==> config.mk <==
export PLATFORM = sky130hd
export DESIGN_NAME = fractional_vector_multiply
export DESIGN_NICKNAME = d
export VERILOG_FILES = /design/src/hdl/fvm_pkg.sv /design/src/hdl/fractional_vector_multiply.sv /design/src/hdl/byte_half_mul.sv
export SDC_FILE = /design/constraint.sdc
export NUM_CORES = 1
export LEC_CHECK = 0
export BUFFER_PORTS_ARGS = -buffer_cell sky130_fd_sc_hd__buf_2
export CORE_MARGIN = 2
export CORE_UTILIZATION = 40
export CTS_CLUSTER_SIZE = 16
export DETAILED_ROUTE_END_ITERATION = 8
export PLACE_DENSITY = 0.57
export SYNTH_ARGS = -nofsm -noshare
export SYNTH_HDL_FRONTEND = slang
export SYNTH_SLANG_ARGS = --single-unit
==> constraint.sdc <==
create_clock -name sys_clk -period 0.8 [get_ports sys_clk]
set_input_delay 0.04 -clock sys_clk [delete_from_list [all_inputs] [get_ports sys_clk]]
set_output_delay 0.04 -clock sys_clk [all_outputs]
set_load 0.01 [all_outputs]
==> src/hdl/fvm_pkg.sv <==
// Purpose: Constants and types for the fractional vector multiply datapath
// Assumes: 32-bit instruction word and 32-bit general register values
// Notes: The datapath takes opcode values and saturation constants from here only
package fvm_pkg;

	// Instruction word layout
	localparam int MAJOR_LSB = 26;
	localparam int SECOND_SRC_LSB = 21;
	localparam int FIRST_SRC_LSB = 16;
	localparam int DEST_LSB = 11;
	localparam int MODE_BIT = 10;
	localparam int MINOR_LSB = 0;

	localparam logic [5:0] MAJOR_OPCODE_GROUP = 6'h00;
	localparam logic [9:0] MINOR_FRAC_LEFT = 10'h025;
	localparam logic [9:0] MINOR_FRAC_RIGHT = 10'h065;
	localparam logic [9:0] MINOR_BYTE_LEFT = 10'h095;
	localparam logic [9:0] MINOR_BYTE_RIGHT = 10'h0d5;

	// Saturation values
	localparam logic [15:0] Q15_MINUS_ONE = 16'h8000;
	localparam logic [31:0] Q31_MAX = 32'h7fffffff;
	localparam logic [15:0] U16_MAX = 16'hffff;

	// Overflow flag position inside the DSP control register
	localparam int OUFLAG_BIT = 21;

	// Reset values
	localparam logic [31:0] DATA_RESET = 32'h00000000;
	localparam logic [4:0] DEST_RESET = 5'h00;
	localparam logic OUFLAG_RESET = 1'b0;

	typedef enum logic [2:0] {
		OP_NONE,
		OP_FRAC_LEFT,
		OP_FRAC_RIGHT,
		OP_BYTE_LEFT,
		OP_BYTE_RIGHT
	} op_t;

	typedef struct packed {
		logic valid;
		logic [4:0] dest;
		logic [31:0] data;
	} writeback_t;

	typedef struct packed {
		logic reserved_instr;
		logic dsp_disabled;
	} exc_t;

	typedef struct packed {
		writeback_t wb;
		exc_t exc;
		logic flag_set;
		logic ouflag21;
		logic acc0_undefined;
	} state_t;

endpackage

==> src/hdl/fractional_vector_multiply.sv <==
// Purpose: Execute stage for four saturating vector multiply instructions
// Assumes: Operands arrive with the instruction in the same cycle
// Notes: One cycle latency, one instruction accepted every cycle
// Notes on behaviour
// - Right multiply: low signed halves, shift one
// - Left multiply: upper signed halves, shift one
// - Both operands minus one clamp to maximum
// - Fractional saturation sets overflow flag bit
// - Accumulator zero undefined, others untouched
// - Left bytes times halves into halves
// - Right bytes times halves into halves
// - Zero-extended product, saturate to all ones
// - Either lane saturating sets overflow flag
// - Absent or disabled extension raises exception
// - No operand dependent exceptions at all
// - Decode major group, mode bit, fields
`timescale 1ns/1ns
module fractional_vector_multiply (
	input wire logic sys_clk,
	input wire logic rst_b,
	input wire logic issue_valid,
	input wire logic [31:0] instr_word,
	input wire logic [31:0] first_source_value,
	input wire logic [31:0] second_source_value,
	input wire logic dsp_present,
	input wire logic dsp_enable,
	input wire logic flag_clear,
	output fvm_pkg::writeback_t writeback,
	output fvm_pkg::exc_t exception,
	output logic flag_set,
	output logic ouflag21,
	output logic acc0_undefined
);
	fvm_pkg::state_t state;
	fvm_pkg::state_t next_state;
	fvm_pkg::op_t op;
	logic [5:0] major;
	logic [9:0] minor;
	logic [4:0] dest_field;
	logic byte_left;
	logic signed [15:0] frac_a;
	logic signed [15:0] frac_b;
	logic signed [31:0] frac_prod;
	logic frac_clamp;
	logic [31:0] frac_result;
	logic [15:0] lane_product [2];
	logic [1:0] lane_sat;
	logic [31:0] byte_result;
	logic is_frac;
	logic executes;

	// Decode
	always_comb begin
		major = instr_word[fvm_pkg::MAJOR_LSB +: 6];
		minor = instr_word[fvm_pkg::MINOR_LSB +: 10];
		dest_field = instr_word[fvm_pkg::DEST_LSB +: 5];
		op = fvm_pkg::OP_NONE;
		if (major == fvm_pkg::MAJOR_OPCODE_GROUP &&
			!instr_word[fvm_pkg::MODE_BIT]) begin
			unique case (minor)
				fvm_pkg::MINOR_FRAC_LEFT: op = fvm_pkg::OP_FRAC_LEFT;
				fvm_pkg::MINOR_FRAC_RIGHT: op = fvm_pkg::OP_FRAC_RIGHT;
				fvm_pkg::MINOR_BYTE_LEFT: op = fvm_pkg::OP_BYTE_LEFT;
				fvm_pkg::MINOR_BYTE_RIGHT: op = fvm_pkg::OP_BYTE_RIGHT;
				default: op = fvm_pkg::OP_NONE;
			endcase
		end
		is_frac = (op == fvm_pkg::OP_FRAC_LEFT) ||
			(op == fvm_pkg::OP_FRAC_RIGHT);
		byte_left = (op == fvm_pkg::OP_BYTE_LEFT);
	end

	// Fractional Q15 by Q15 into Q31
	always_comb begin
		if (op == fvm_pkg::OP_FRAC_LEFT) begin
			frac_a = first_source_value[31:16];
			frac_b = second_source_value[31:16];
		end else begin
			frac_a = first_source_value[15:0];
			frac_b = second_source_value[15:0];
		end
		frac_prod = frac_a * frac_b;
		frac_clamp = (frac_a == fvm_pkg::Q15_MINUS_ONE) &&
			(frac_b == fvm_pkg::Q15_MINUS_ONE);
		// The only product that cannot shift left without overflow
		frac_result = frac_clamp ? fvm_pkg::Q31_MAX :
			{frac_prod[30:0], 1'b0};
	end

	// Byte lanes: lane 1 feeds the upper result half
	for (genvar i = 0; i < 2; i++) begin : g_lane
		logic [7:0] lane_byte;
		always_comb begin
			if (byte_left) begin
				lane_byte = first_source_value[16 + 8 * i +: 8];
			end else begin
				lane_byte = first_source_value[8 * i +: 8];
			end
		end
		byte_half_mul u_mul (
			.byte_in(lane_byte),
			.half_in(second_source_value[16 * i +: 16]),
			.product(lane_product[i]),
			.saturated(lane_sat[i])
		);
	end

	assign byte_result = {lane_product[1], lane_product[0]};

	// Exceptions gate execution; no operand value can raise one
	assign executes = issue_valid && (op != fvm_pkg::OP_NONE) &&
		dsp_present && dsp_enable;

	always_comb begin
		next_state = state;
		next_state.wb.valid = 1'b0;
		next_state.exc = '0;
		next_state.flag_set = 1'b0;
		next_state.acc0_undefined = 1'b0;
		if (issue_valid && op != fvm_pkg::OP_NONE) begin
			if (!dsp_present) begin
				next_state.exc.reserved_instr = 1'b1;
			end else if (!dsp_enable) begin
				next_state.exc.dsp_disabled = 1'b1;
			end else begin
				next_state.wb.valid = 1'b1;
				next_state.wb.dest = dest_field;
				// Accumulator zero may be overwritten by the shared multiplier
				next_state.acc0_undefined = 1'b1;
				if (is_frac) begin
					next_state.wb.data = frac_result;
					next_state.flag_set = frac_clamp;
				end else begin
					next_state.wb.data = byte_result;
					next_state.flag_set = |lane_sat;
				end
			end
		end
		if (flag_clear) begin
			next_state.ouflag21 = 1'b0;
		end
		// Set wins over a clear in the same cycle
		if (next_state.flag_set) begin
			next_state.ouflag21 = 1'b1;
		end
	end

	always_ff @(posedge sys_clk or negedge rst_b) begin
		if (!rst_b) begin
			state.wb.valid <= 1'b0;
			state.wb.dest <= fvm_pkg::DEST_RESET;
			state.wb.data <= fvm_pkg::DATA_RESET;
			state.exc <= '0;
			state.flag_set <= 1'b0;
			state.ouflag21 <= fvm_pkg::OUFLAG_RESET;
			state.acc0_undefined <= 1'b0;
		end else begin
			state <= next_state;
		end
	end

	assign writeback = state.wb;
	assign exception = state.exc;
	assign flag_set = state.flag_set;
	assign ouflag21 = state.ouflag21;
	assign acc0_undefined = state.acc0_undefined;

	// Reference models used only by the checks below
	function automatic logic [15:0] ref_u8u16(input logic [7:0] b,
		input logic [15:0] h);
		logic [23:0] p;
		p = 24'(b) * 24'(h);
		return (p[23:16] != 8'h00) ? 16'hffff : p[15:0];
	endfunction

	function automatic logic [31:0] ref_q15(input logic [15:0] a,
		input logic [15:0] b);
		logic signed [31:0] p;
		p = $signed(a) * $signed(b);
		return (a == 16'h8000 && b == 16'h8000) ? 32'h7fffffff :
			{p[30:0], 1'b0};
	endfunction

	function automatic logic u8u16_sat(input logic [7:0] b,
		input logic [15:0] h);
		logic [23:0] p;
		p = 24'(b) * 24'(h);
		return p[23:16] != 8'h00;
	endfunction
endmodule // fractional_vector_multiply

==> src/hdl/byte_half_mul.sv <==
// Purpose: One lane of unsigned byte by halfword multiply with saturation
// Assumes: Purely combinational, used inside the registered datapath
// Notes: Product is 24 bits wide, so eight discarded bits decide saturation
`timescale 1ns/1ns
module byte_half_mul (
	input wire logic [7:0] byte_in,
	input wire logic [15:0] half_in,
	output logic [15:0] product,
	output logic saturated
);
	logic [23:0] full;

	always_comb begin
		full = 24'(byte_in) * 24'(half_in);
		saturated = (full[23:16] != 8'h00);
		product = saturated ? fvm_pkg::U16_MAX : full[15:0];
	end
endmodule // byte_half_mul

Word-level counts from Yosys, hierarchy flattened
Index checks and enable logic that the tools add are counted.
- add/subtract/negate cells: 0
- multipliers: 3
- div/mod/pow operators: 0
- $lt $le $gt $ge: 0
- eq/ne operators: 9
- shift-type cells: 0
- multiplexer cells: 23
- bitwise gates (word level): 0
- reduce and logical (&&, ||, !) cells: 12
- operator list (operator ; number):
    $mux W38 ; 2
    $mux W16 ; 4
    $mux W32 ; 2
    $mul A8 B16 Y24 ; 2
    $mux W41 ; 1
    $eq A16 B16 Y1 const B ; 2
    $mul A16 B16 Y31 ; 1
    $eq A10 B8 Y1 const B ; 2
    $mux W8 ; 2
    $reduce_bool A8 Y1 ; 2
    $pmux W3 S4 ; 1
    $eq A10 B6 Y1 const B ; 1
    $eq A10 B7 Y1 const B ; 1
    $mux W1 ; 9
    $eq A3 B2 Y1 const B ; 2
    $logic_not A6 Y1 ; 1
    $eq A3 B1 Y1 const B ; 1
    $logic_and A1 B1 Y1 ; 3
    $mux W3 ; 1
    $reduce_and A3 Y1 ; 1
    $reduce_bool A3 Y1 ; 1
    $mux W2 ; 1
    $reduce_bool A2 Y1 ; 1
    $reduce_or A2 Y1 ; 1
    2 further kinds ; 2
- flip-flop bits (word level): 43
- latch bits: 0
- bits in writable memories: 0
- bits in read-only memories: 0
- input bits: 102
- output and inout port bits: 43
- memories kept: 0

Logic depth before layout (Yosys ltp)
Gate-level depths: netlist (run 1).
- depth in word-level cells: 13
- depth in mapped cells: 29
- gate-level depth less buffers: 28

Hierarchy
From an unflattened synthesis (run 1), not the netlist that was laid out.
- cell total of the unflattened synthesis: 2417
- area total of the unflattened synthesis: 21015.2 µm²
- modules (own cells, without submodules) (module ; instances ; cells an instance ; area an instance (µm²) ; sequential area each (µm²)):
    fractional_vector_multiply ; 1 ; 1348 ; 12082.8 ; 1051.0
    byte_half_mul (g_lane[0].u_mul) ; 1 ; 551 ; 4571.9 ; 0.0
    byte_half_mul (g_lane[1].u_mul) ; 1 ; 518 ; 4360.4 ; 0.0

Worst setup path before layout (run 1)
Ideal clock, no wire load.
- kind: input to register
- start: input port instr_word[10]
- end: register state, in the netlist writeback[27]
- arrival: 7201 ps
- path slack: -6521 ps
- cell stages on the path: 27
- path through: nor4_1 -> nand4_1 -> nor3_4 -> clkbuf_1 -> buf_2 -> mux2i_1 -> nor2_1 -> fa_1 -> inv_1 -> fa_1 -> fa_1 -> inv_1 -> fa_1 -> fa_1 -> inv_1 -> fa_1 -> inv_1 -> ha_1 -> a21oi_1 -> o221ai_1 -> a21oi_1 -> o21ai_1 -> o221a_2 -> nor2_1 -> nor3b_1 -> or4_1 -> a41o_1
- word-level cells in the longest chain between the ends: 9
- elaborated cells on any way between the ends: 22
- classes of those cells: mul (2); eq/ne (5); mux (7); reduce/logical (8)
- ends and longest elaborated chain (what ; RTL line ; RTL):
    from (decl) ; fractional_vector_multiply.sv:22 ; input wire logic [31:0] instr_word,
    $logic_not A1 Y1 * ; fractional_vector_multiply.sv:59 ; !instr_word[fvm_pkg::MODE_BIT]) begin
    $logic_and A1 B1 Y1 * ; fractional_vector_multiply.sv:58 ; if (major == fvm_pkg::MAJOR_OPCODE_GROUP &&
    $mux W3 * ; fractional_vector_multiply.sv:58 ;
    $eq A3 B2 Y1 / $eq A3 B1 Y1 (equally long branches) ; fractional_vector_multiply.sv:70, fractional_vector_multiply.sv:68, fractional_vector_multiply.sv:75 ;
    $mux W8 / $mux W16 (equally long branches) ; fractional_vector_multiply.sv:94, fractional_vector_multiply.sv:75 ;
    $mul A8 B16 Y24 (tied with other cells) ; byte_half_mul.sv:14 ; full = 24'(byte_in) * 24'(half_in);
    $reduce_bool A8 Y1 / $logic_and A1 B1 Y1 (equally long branches) ; byte_half_mul.sv:15, fractional_vector_multiply.sv:83 ;
    $mux W16 / $mux W32 (equally long branches) ; byte_half_mul.sv:16, fractional_vector_multiply.sv:86 ;
    $mux W32 ; fractional_vector_multiply.sv:130 ; if (is_frac) begin
    to (signal assigned) ; fractional_vector_multiply.sv:158 ; state <= next_state;
    to (decl) ; fractional_vector_multiply.sv:34 ; fvm_pkg::state_t state;
Every way passes the cells marked *; elsewhere a longest branch is shown, timed or not.
A chain may end at the register's enable or synchronous reset.

Worst setup path in the final report (run 1)
- start: input port instr_word[10]
- end: register state, in the netlist writeback[31]
The elaborated chain is that of the path after synthesis.

==> results of run 1 <==
-- logic make-up (layout without fill, tap and decap cells) --
group,Yosys count,after routing
simple gates,759,759
buf+inv,596,1270
fa+ha+maj,592,592
compound gates,262,262
mux,80,81
xor+xnor,59,59
flops,42,42
other cells,0,3
-- metrics by stage --
stage | setup TNS [ps] | setup slack, ps | instances | area, um2 | util
6_report | -196230 | -5870 | 3748 | 29300 | 0.572
3_5_place_dp | -218050 | -6450 | 3613 | 26500 | 0.518
4_1_cts | -196580 | -5920 | 3720 | 28800 | 0.562
3_3_place_gp | -215810 | -6400 | 3613 | 26500 | 0.518
5_1_grt | -205580 | -6150 | 3745 | 29300 | 0.572
2_1_floorplan | -193290 | -5890 | 2390 | 21400 | -
-- worst paths after layout --
kind	startpoint	to	slack, ps	cells past startpoint
worst max-delay path	instr_word[10]	writeback[31]	-5870	29
worst min-delay path	issue_valid	exception[1]	70	3
worst max register to register	writeback[28]	writeback[28]	-180	2
worst min register to register	writeback[20]	writeback[20]	480	1
max in group asynchronous	rst_b	writeback[26]	330	3
min in group asynchronous	rst_b	writeback[32]	250	3
-- layout make-up --
| cell class | instances | area, um2 |
|---|---|---|
| diodes | 3 | 7.51 |
| clock buffers | 5 | 125 |
| clock inverters | 3 | 43.8 |
| fillers | 4523 | 21900 |
| inverters | 510 | 1920 |
| multi-input cells | 1753 | 19100 |
| flip-flops and latches | 42 | 1050 |
| well taps | 680 | 851 |
| repair buffers | 752 | 6240 |
-- critical path: cells and delay by family --
family / cells / cell delay, ps
mux: 1 / 200
fa+ha+maj: 7 / 3400
compound gates: 7 / 1250
buf+inv: 8 / 920
simple gates: 5 / 840
xor+xnor: 1 / 150
-- placed cells by master (no fill, tap or decap), drive strengths merged, types with 44 or more instances in the layout --
| cell type | netlist | layout |
|---|---|---|
| a21oi | 65 | 65 |
| and2 | 81 | 81 |
| buf | 13 | 743 |
| fa | 424 | 424 |
| ha | 168 | 168 |
| inv | 510 | 511 |
| mux2i | 44 | 44 |
| nand2 | 215 | 215 |
| nor2 | 178 | 178 |
| nor2b | 148 | 148 |
| o21ai | 58 | 58 |
-- what timing repair did --
item	4_1_cts	5_1_grt
buffers inserted	92	31
gates cloned	5	0
gates resized for setup	275	104
hold buffers	9	0
pin swaps	136	82
setup endpoints to repair	84	85
hold endpoints to repair	50	0
-- flip-flops by register name (all words and copies together) (netlist names) --
register,cells
writeback,37
exception,2
flag_set,1
acc0_undefined,1
ouflag21,1
-- layer usage --
layer  share of wire  global-route usage  vias up
li1                -                   -     8728
met1            0.40               0.354     9722
met2            0.47               0.464      601
met3           0.082              0.0716      153
met4           0.047               0.120        4
met5          0.0020              0.0193        -
==> impl_metrics.ini, run 1 <==
[outcome]
status = finished with violations
violations = setup timing

[synthesis]
ys_seq_area_frac = 0.0508
syn-num-nets = 3084
postSynthAreaPerCell_um2 = 8.66
synthXorXnorAreaFrac = 0.0250
ys_warn_count = 0
synth_area_leaders = fa_1 41%, ha_1 10%, inv_1 9.2%, dfrtp_1 5.1%, nor2b_1 4.5%
synth_compound_area_frac = 0.0813
async_reset_ff_frac = 1.00
synth_edf_count = 0
synth.largest_area_cell = fa_1
synth_top_family_by_area = adder cells
synth_common_cells = 509 x inv_1, 424 x fa_1, 215 x nand2_1
synthAdderAreaFrac = 0.511
synth-main-ff-cell = dfrtp_1
synth_mux_area_frac = 0.0408
yosys.cell_count.top_type = inv_1
syn_inst = 2390
syn_area_um2 = 20700
synthDistinctLibCells = 65
synth-seq-cells = 42
synthSimpleGateAreaFrac = 0.182
yosys.area.top_type_share = 0.410

[setup_path]
critPathSlowestCell = fa_2
crit_path_end_kind = flip-flop
critPathArrivalTime_ps = 6840
cpMostUsedCell = fa_1
path_class = primary input to flip-flop
cp_max_fo = 8
required_ps = 970
start_kind = primary input
crit_path_max_incr_delay_ps = 650

[timing]
fin_crit_ps = 6670
finalHoldViolCount = 0
worstMarginPinSlew_ps = 528
setup_ws_ps = -5870
maxSlewViolCount = 0
slew_headroom = 0.638
clock.fmax_mhz = 150
holdWs_ps = 69.2
setup_viol = 84
fin_crit_sh = 8.34
rsz0062_at_grt = yes
skew_ps = 0

[drt]
vias_per_cell = 5.12
wl_per_cell_um = 20.0
wl_um = 75100
num_vias = 19208
drt_iter0_drc = 1074
dr.pass1.iters = 5
route.detailed.drc = 0
ant_nets = 0

[floorplanning]
top_level_ports = 145
die_area_um2 = 53600
rows = 83
die-height_um = 232
coreArea_um2 = 51200
initial_core_util = 0.404
die_w_um = 232

[grt]
grt_max_degree = 43
grt_first_pass_wirelength_um = 115000
grtUsageTotal = 0.283
gr-total-overflow = 0
antenna_found_initial = 2
grt_pass1_vias = 20709

[clocking]
clkSinkCount = 42
cts_tree = built
clk_pin_slew_ps = 60
htreeDepth = 2
clock-root-buffer = clkbuf_16
cts_buffers = 5
cts.path.max_buffers = 2
clock_latency_ps = 280

[finish]
layout-drive-gt1-share = 0.351
syn_to_final_growth_pct = 41.5
fin_nets = 3758

[placed_design]
port_buffers = 134
hpwl_um = 64300
routabilityCongestion = 0.962

[job]
maxCapViolCount = 0

[hold_path]
hold_path_class = primary input to flip-flop
Power of run 1 is left out: the tool's default activity adds up to more than one toggle a clock period on the data nets, which glitch-free logic cannot reach.
==> inputs of run 2 (changes only) <==
--- a/config.mk
+++ b/config.mk
@@ -10,7 +10,9 @@
 export CORE_UTILIZATION = 40
 export CTS_CLUSTER_SIZE = 16
 export DETAILED_ROUTE_END_ITERATION = 8
-export PLACE_DENSITY = 0.57
+export HOLD_SLACK_MARGIN = 0.12
+export PLACE_DENSITY = 0.61
+export SLEW_MARGIN = 15
 export SYNTH_ARGS = -nofsm -noshare
 export SYNTH_HDL_FRONTEND = slang
 export SYNTH_SLANG_ARGS = --single-unit
==> run 2 against run 1 <==
- the run still ends with setup timing left
- setup slack worse by 83 ps
- core utilization down 1.5 points
- clock skew stayed put
- maximum frequency fell by 1.2%
- wire length is 1.8% lower
- highest routed layer is now met4
- first-iteration DRC count up 13%
- sequential share of layout area increased by 0.097 points
- critical path type unchanged
- global-route usage shrank 0.76 points
- register-to-register slack improved by 30 ps
- hold slack got worse by 11 ps
==> impl_metrics.ini, run 2 (same netlist as run 1, synthesis figures left out) <==
[clocking]
clock_latency_ps = 280
cts.path.max_buffers = 2
clkSinkCount = 42
cts_tree = built
clock-root-buffer = clkbuf_16
cts_buffers = 5
htreeDepth = 2
clk_pin_slew_ps = 60
hold_buffers = 8

[grt]
antenna_found_initial = 5
grt_pass1_vias = 20669
gr-total-overflow = 0
grt_max_degree = 33
grtUsageTotal = 0.276
grt_first_pass_wirelength_um = 114000

[setup_path]
reg2reg_to = writeback[31]
path_class = primary input to flip-flop
critPathArrivalTime_ps = 6920
cp-startpoint = instr_word[26]
cp_max_fo = 8
start_kind = primary input
worst_r2r_path_depth = 2
required_ps = 970
r2r-start = writeback[31]
crit_path_end_kind = flip-flop
ff2ff_setup_slack_ps = -150

[drt]
vias_per_cell = 5.22
num_vias = 19338
ant_nets = 0
wl_per_cell_um = 19.9
dr.pass1.iters = 6
route.detailed.drc = 0
wl_um = 73800
drt_iter0_drc = 1217

[placed_design]
hpwl_um = 63300
pre_cts_ws_ps = -6440
port_buffers = 134
placed_area_um2 = 26500
routabilityCongestion = 0.984

[finish]
largest_reg_flops = 37
syn_to_final_growth_pct = 37.8
final_area_um2 = 28500
layout-drive-gt1-share = 0.323
nFillCells = 4523
fin_util = 0.557
layout_common_cells = 501 x buf_4, 483 x inv_1, 412 x fa_1
mostFrequentLayoutCell = buf_4
fin_nets = 3719

[timing]
slew_headroom = 0.664
fin_crit_sh = 8.44
clock.fmax_mhz = 148
fin_crit_ps = 6750
setup_ws_ps = -5950
maxSlewViolCount = 0
finalHoldViolCount = 0
setup_viol = 85
skew_ps = 0
worstMarginPinSlew_ps = 499
finalSetupTns_ps = -197570
rsz0062_at_grt = yes

[floorplanning]
die_w_um = 232
die-height_um = 232
die_area_um2 = 53600
initial_core_util = 0.404
top_level_ports = 145
rows = 83
coreArea_um2 = 51200

[hold_path]
hold_path_class = primary input to flip-flop
min_from = dsp_present
min_to = exception[1]
min_path_cells = 3

[job]
maxCapViolCount = 0

[outcome]
violations = setup timing
status = finished with violations
[run 2: cell types whose count changed in the layout (fill, tap and decap cells not counted), sizes merged]
cell,previous run,this run
buf,743,703
clkbuf,5,7
clkinv,1,0
clkinvlp,0,1
diode,3,1
dlygate4sd3,9,8
inv,511,510
mux2,37,38
[run 2: stage by stage]
stage          hold WS, ps  std cells
3_5_place_dp         -57.7       3623
6_report              58.3       3707
5_1_grt               63.3       3707
2_1_floorplan         -256       2390
4_1_cts               53.2       3685
3_3_place_gp         -74.9       3623
[run 2: layout make-up]
cell class	instances	area, um2	area share
Multi-Input combinational cell	1754	18900	0.662
Timing Repair Buffer	712	5650	0.198
Inverter	510	1920	0.0673
Sequential cell	42	1050	0.0368
Tap cell	680	851	0.0298
Clock buffer	6	129	0.00452
Clock inverter	2	37.5	0.00132
Antenna cell	1	2.50	0.0000877
[run 2: repair_timing]
item	in CTS	in global routing
setup endpoints to repair	84	85
buffers inserted	45	24
pin swaps	55	40
hold endpoints to repair	50	1
gates cloned	3	2
gates resized for setup	181	106
[run 2: worst max-delay path: stages]
cell,delay (ps)
buf_6,100
nor4b_4,250
nand4_1,210
nor3_4,290
buf_12,180
buf_16,150
buf_12,140
buf_6,90
mux2_4,240
buf_6,150
nand2_4,50
fa_1,550
inv_2,40
fa_1,550
fa_1,450
fa_1,510
fa_1,510
inv_2,40
fa_1,500
inv_2,50
ha_4,170
a2111o_1,430
o221a_4,330
nor2_4,170
nor3b_2,70
or4_1,410
a41o_1,230
[run 2: layer usage]
metal  routed length (um)  track usage  up-vias
li1                     -            -     8645
met1                28900        0.356     9810
met2                36300        0.474      736
met3                 5600       0.0384      147
met4                 2890       0.0954        0
met5                    0            0        -
[run 2: how the worst max path moves through the flow]
stage | end | slack (ps) | depth (start not counted)
global route | writeback[27] | -6130 | 29
floorplan | writeback[27] | -5890 | 27
global placement | writeback[31] | -6430 | 28
detailed placement | writeback[31] | -6440 | 28
CTS | writeback[30] | -5880 | 29
finish | writeback[27] | -5950 | 27
Power of run 2 is left out for the same reason.
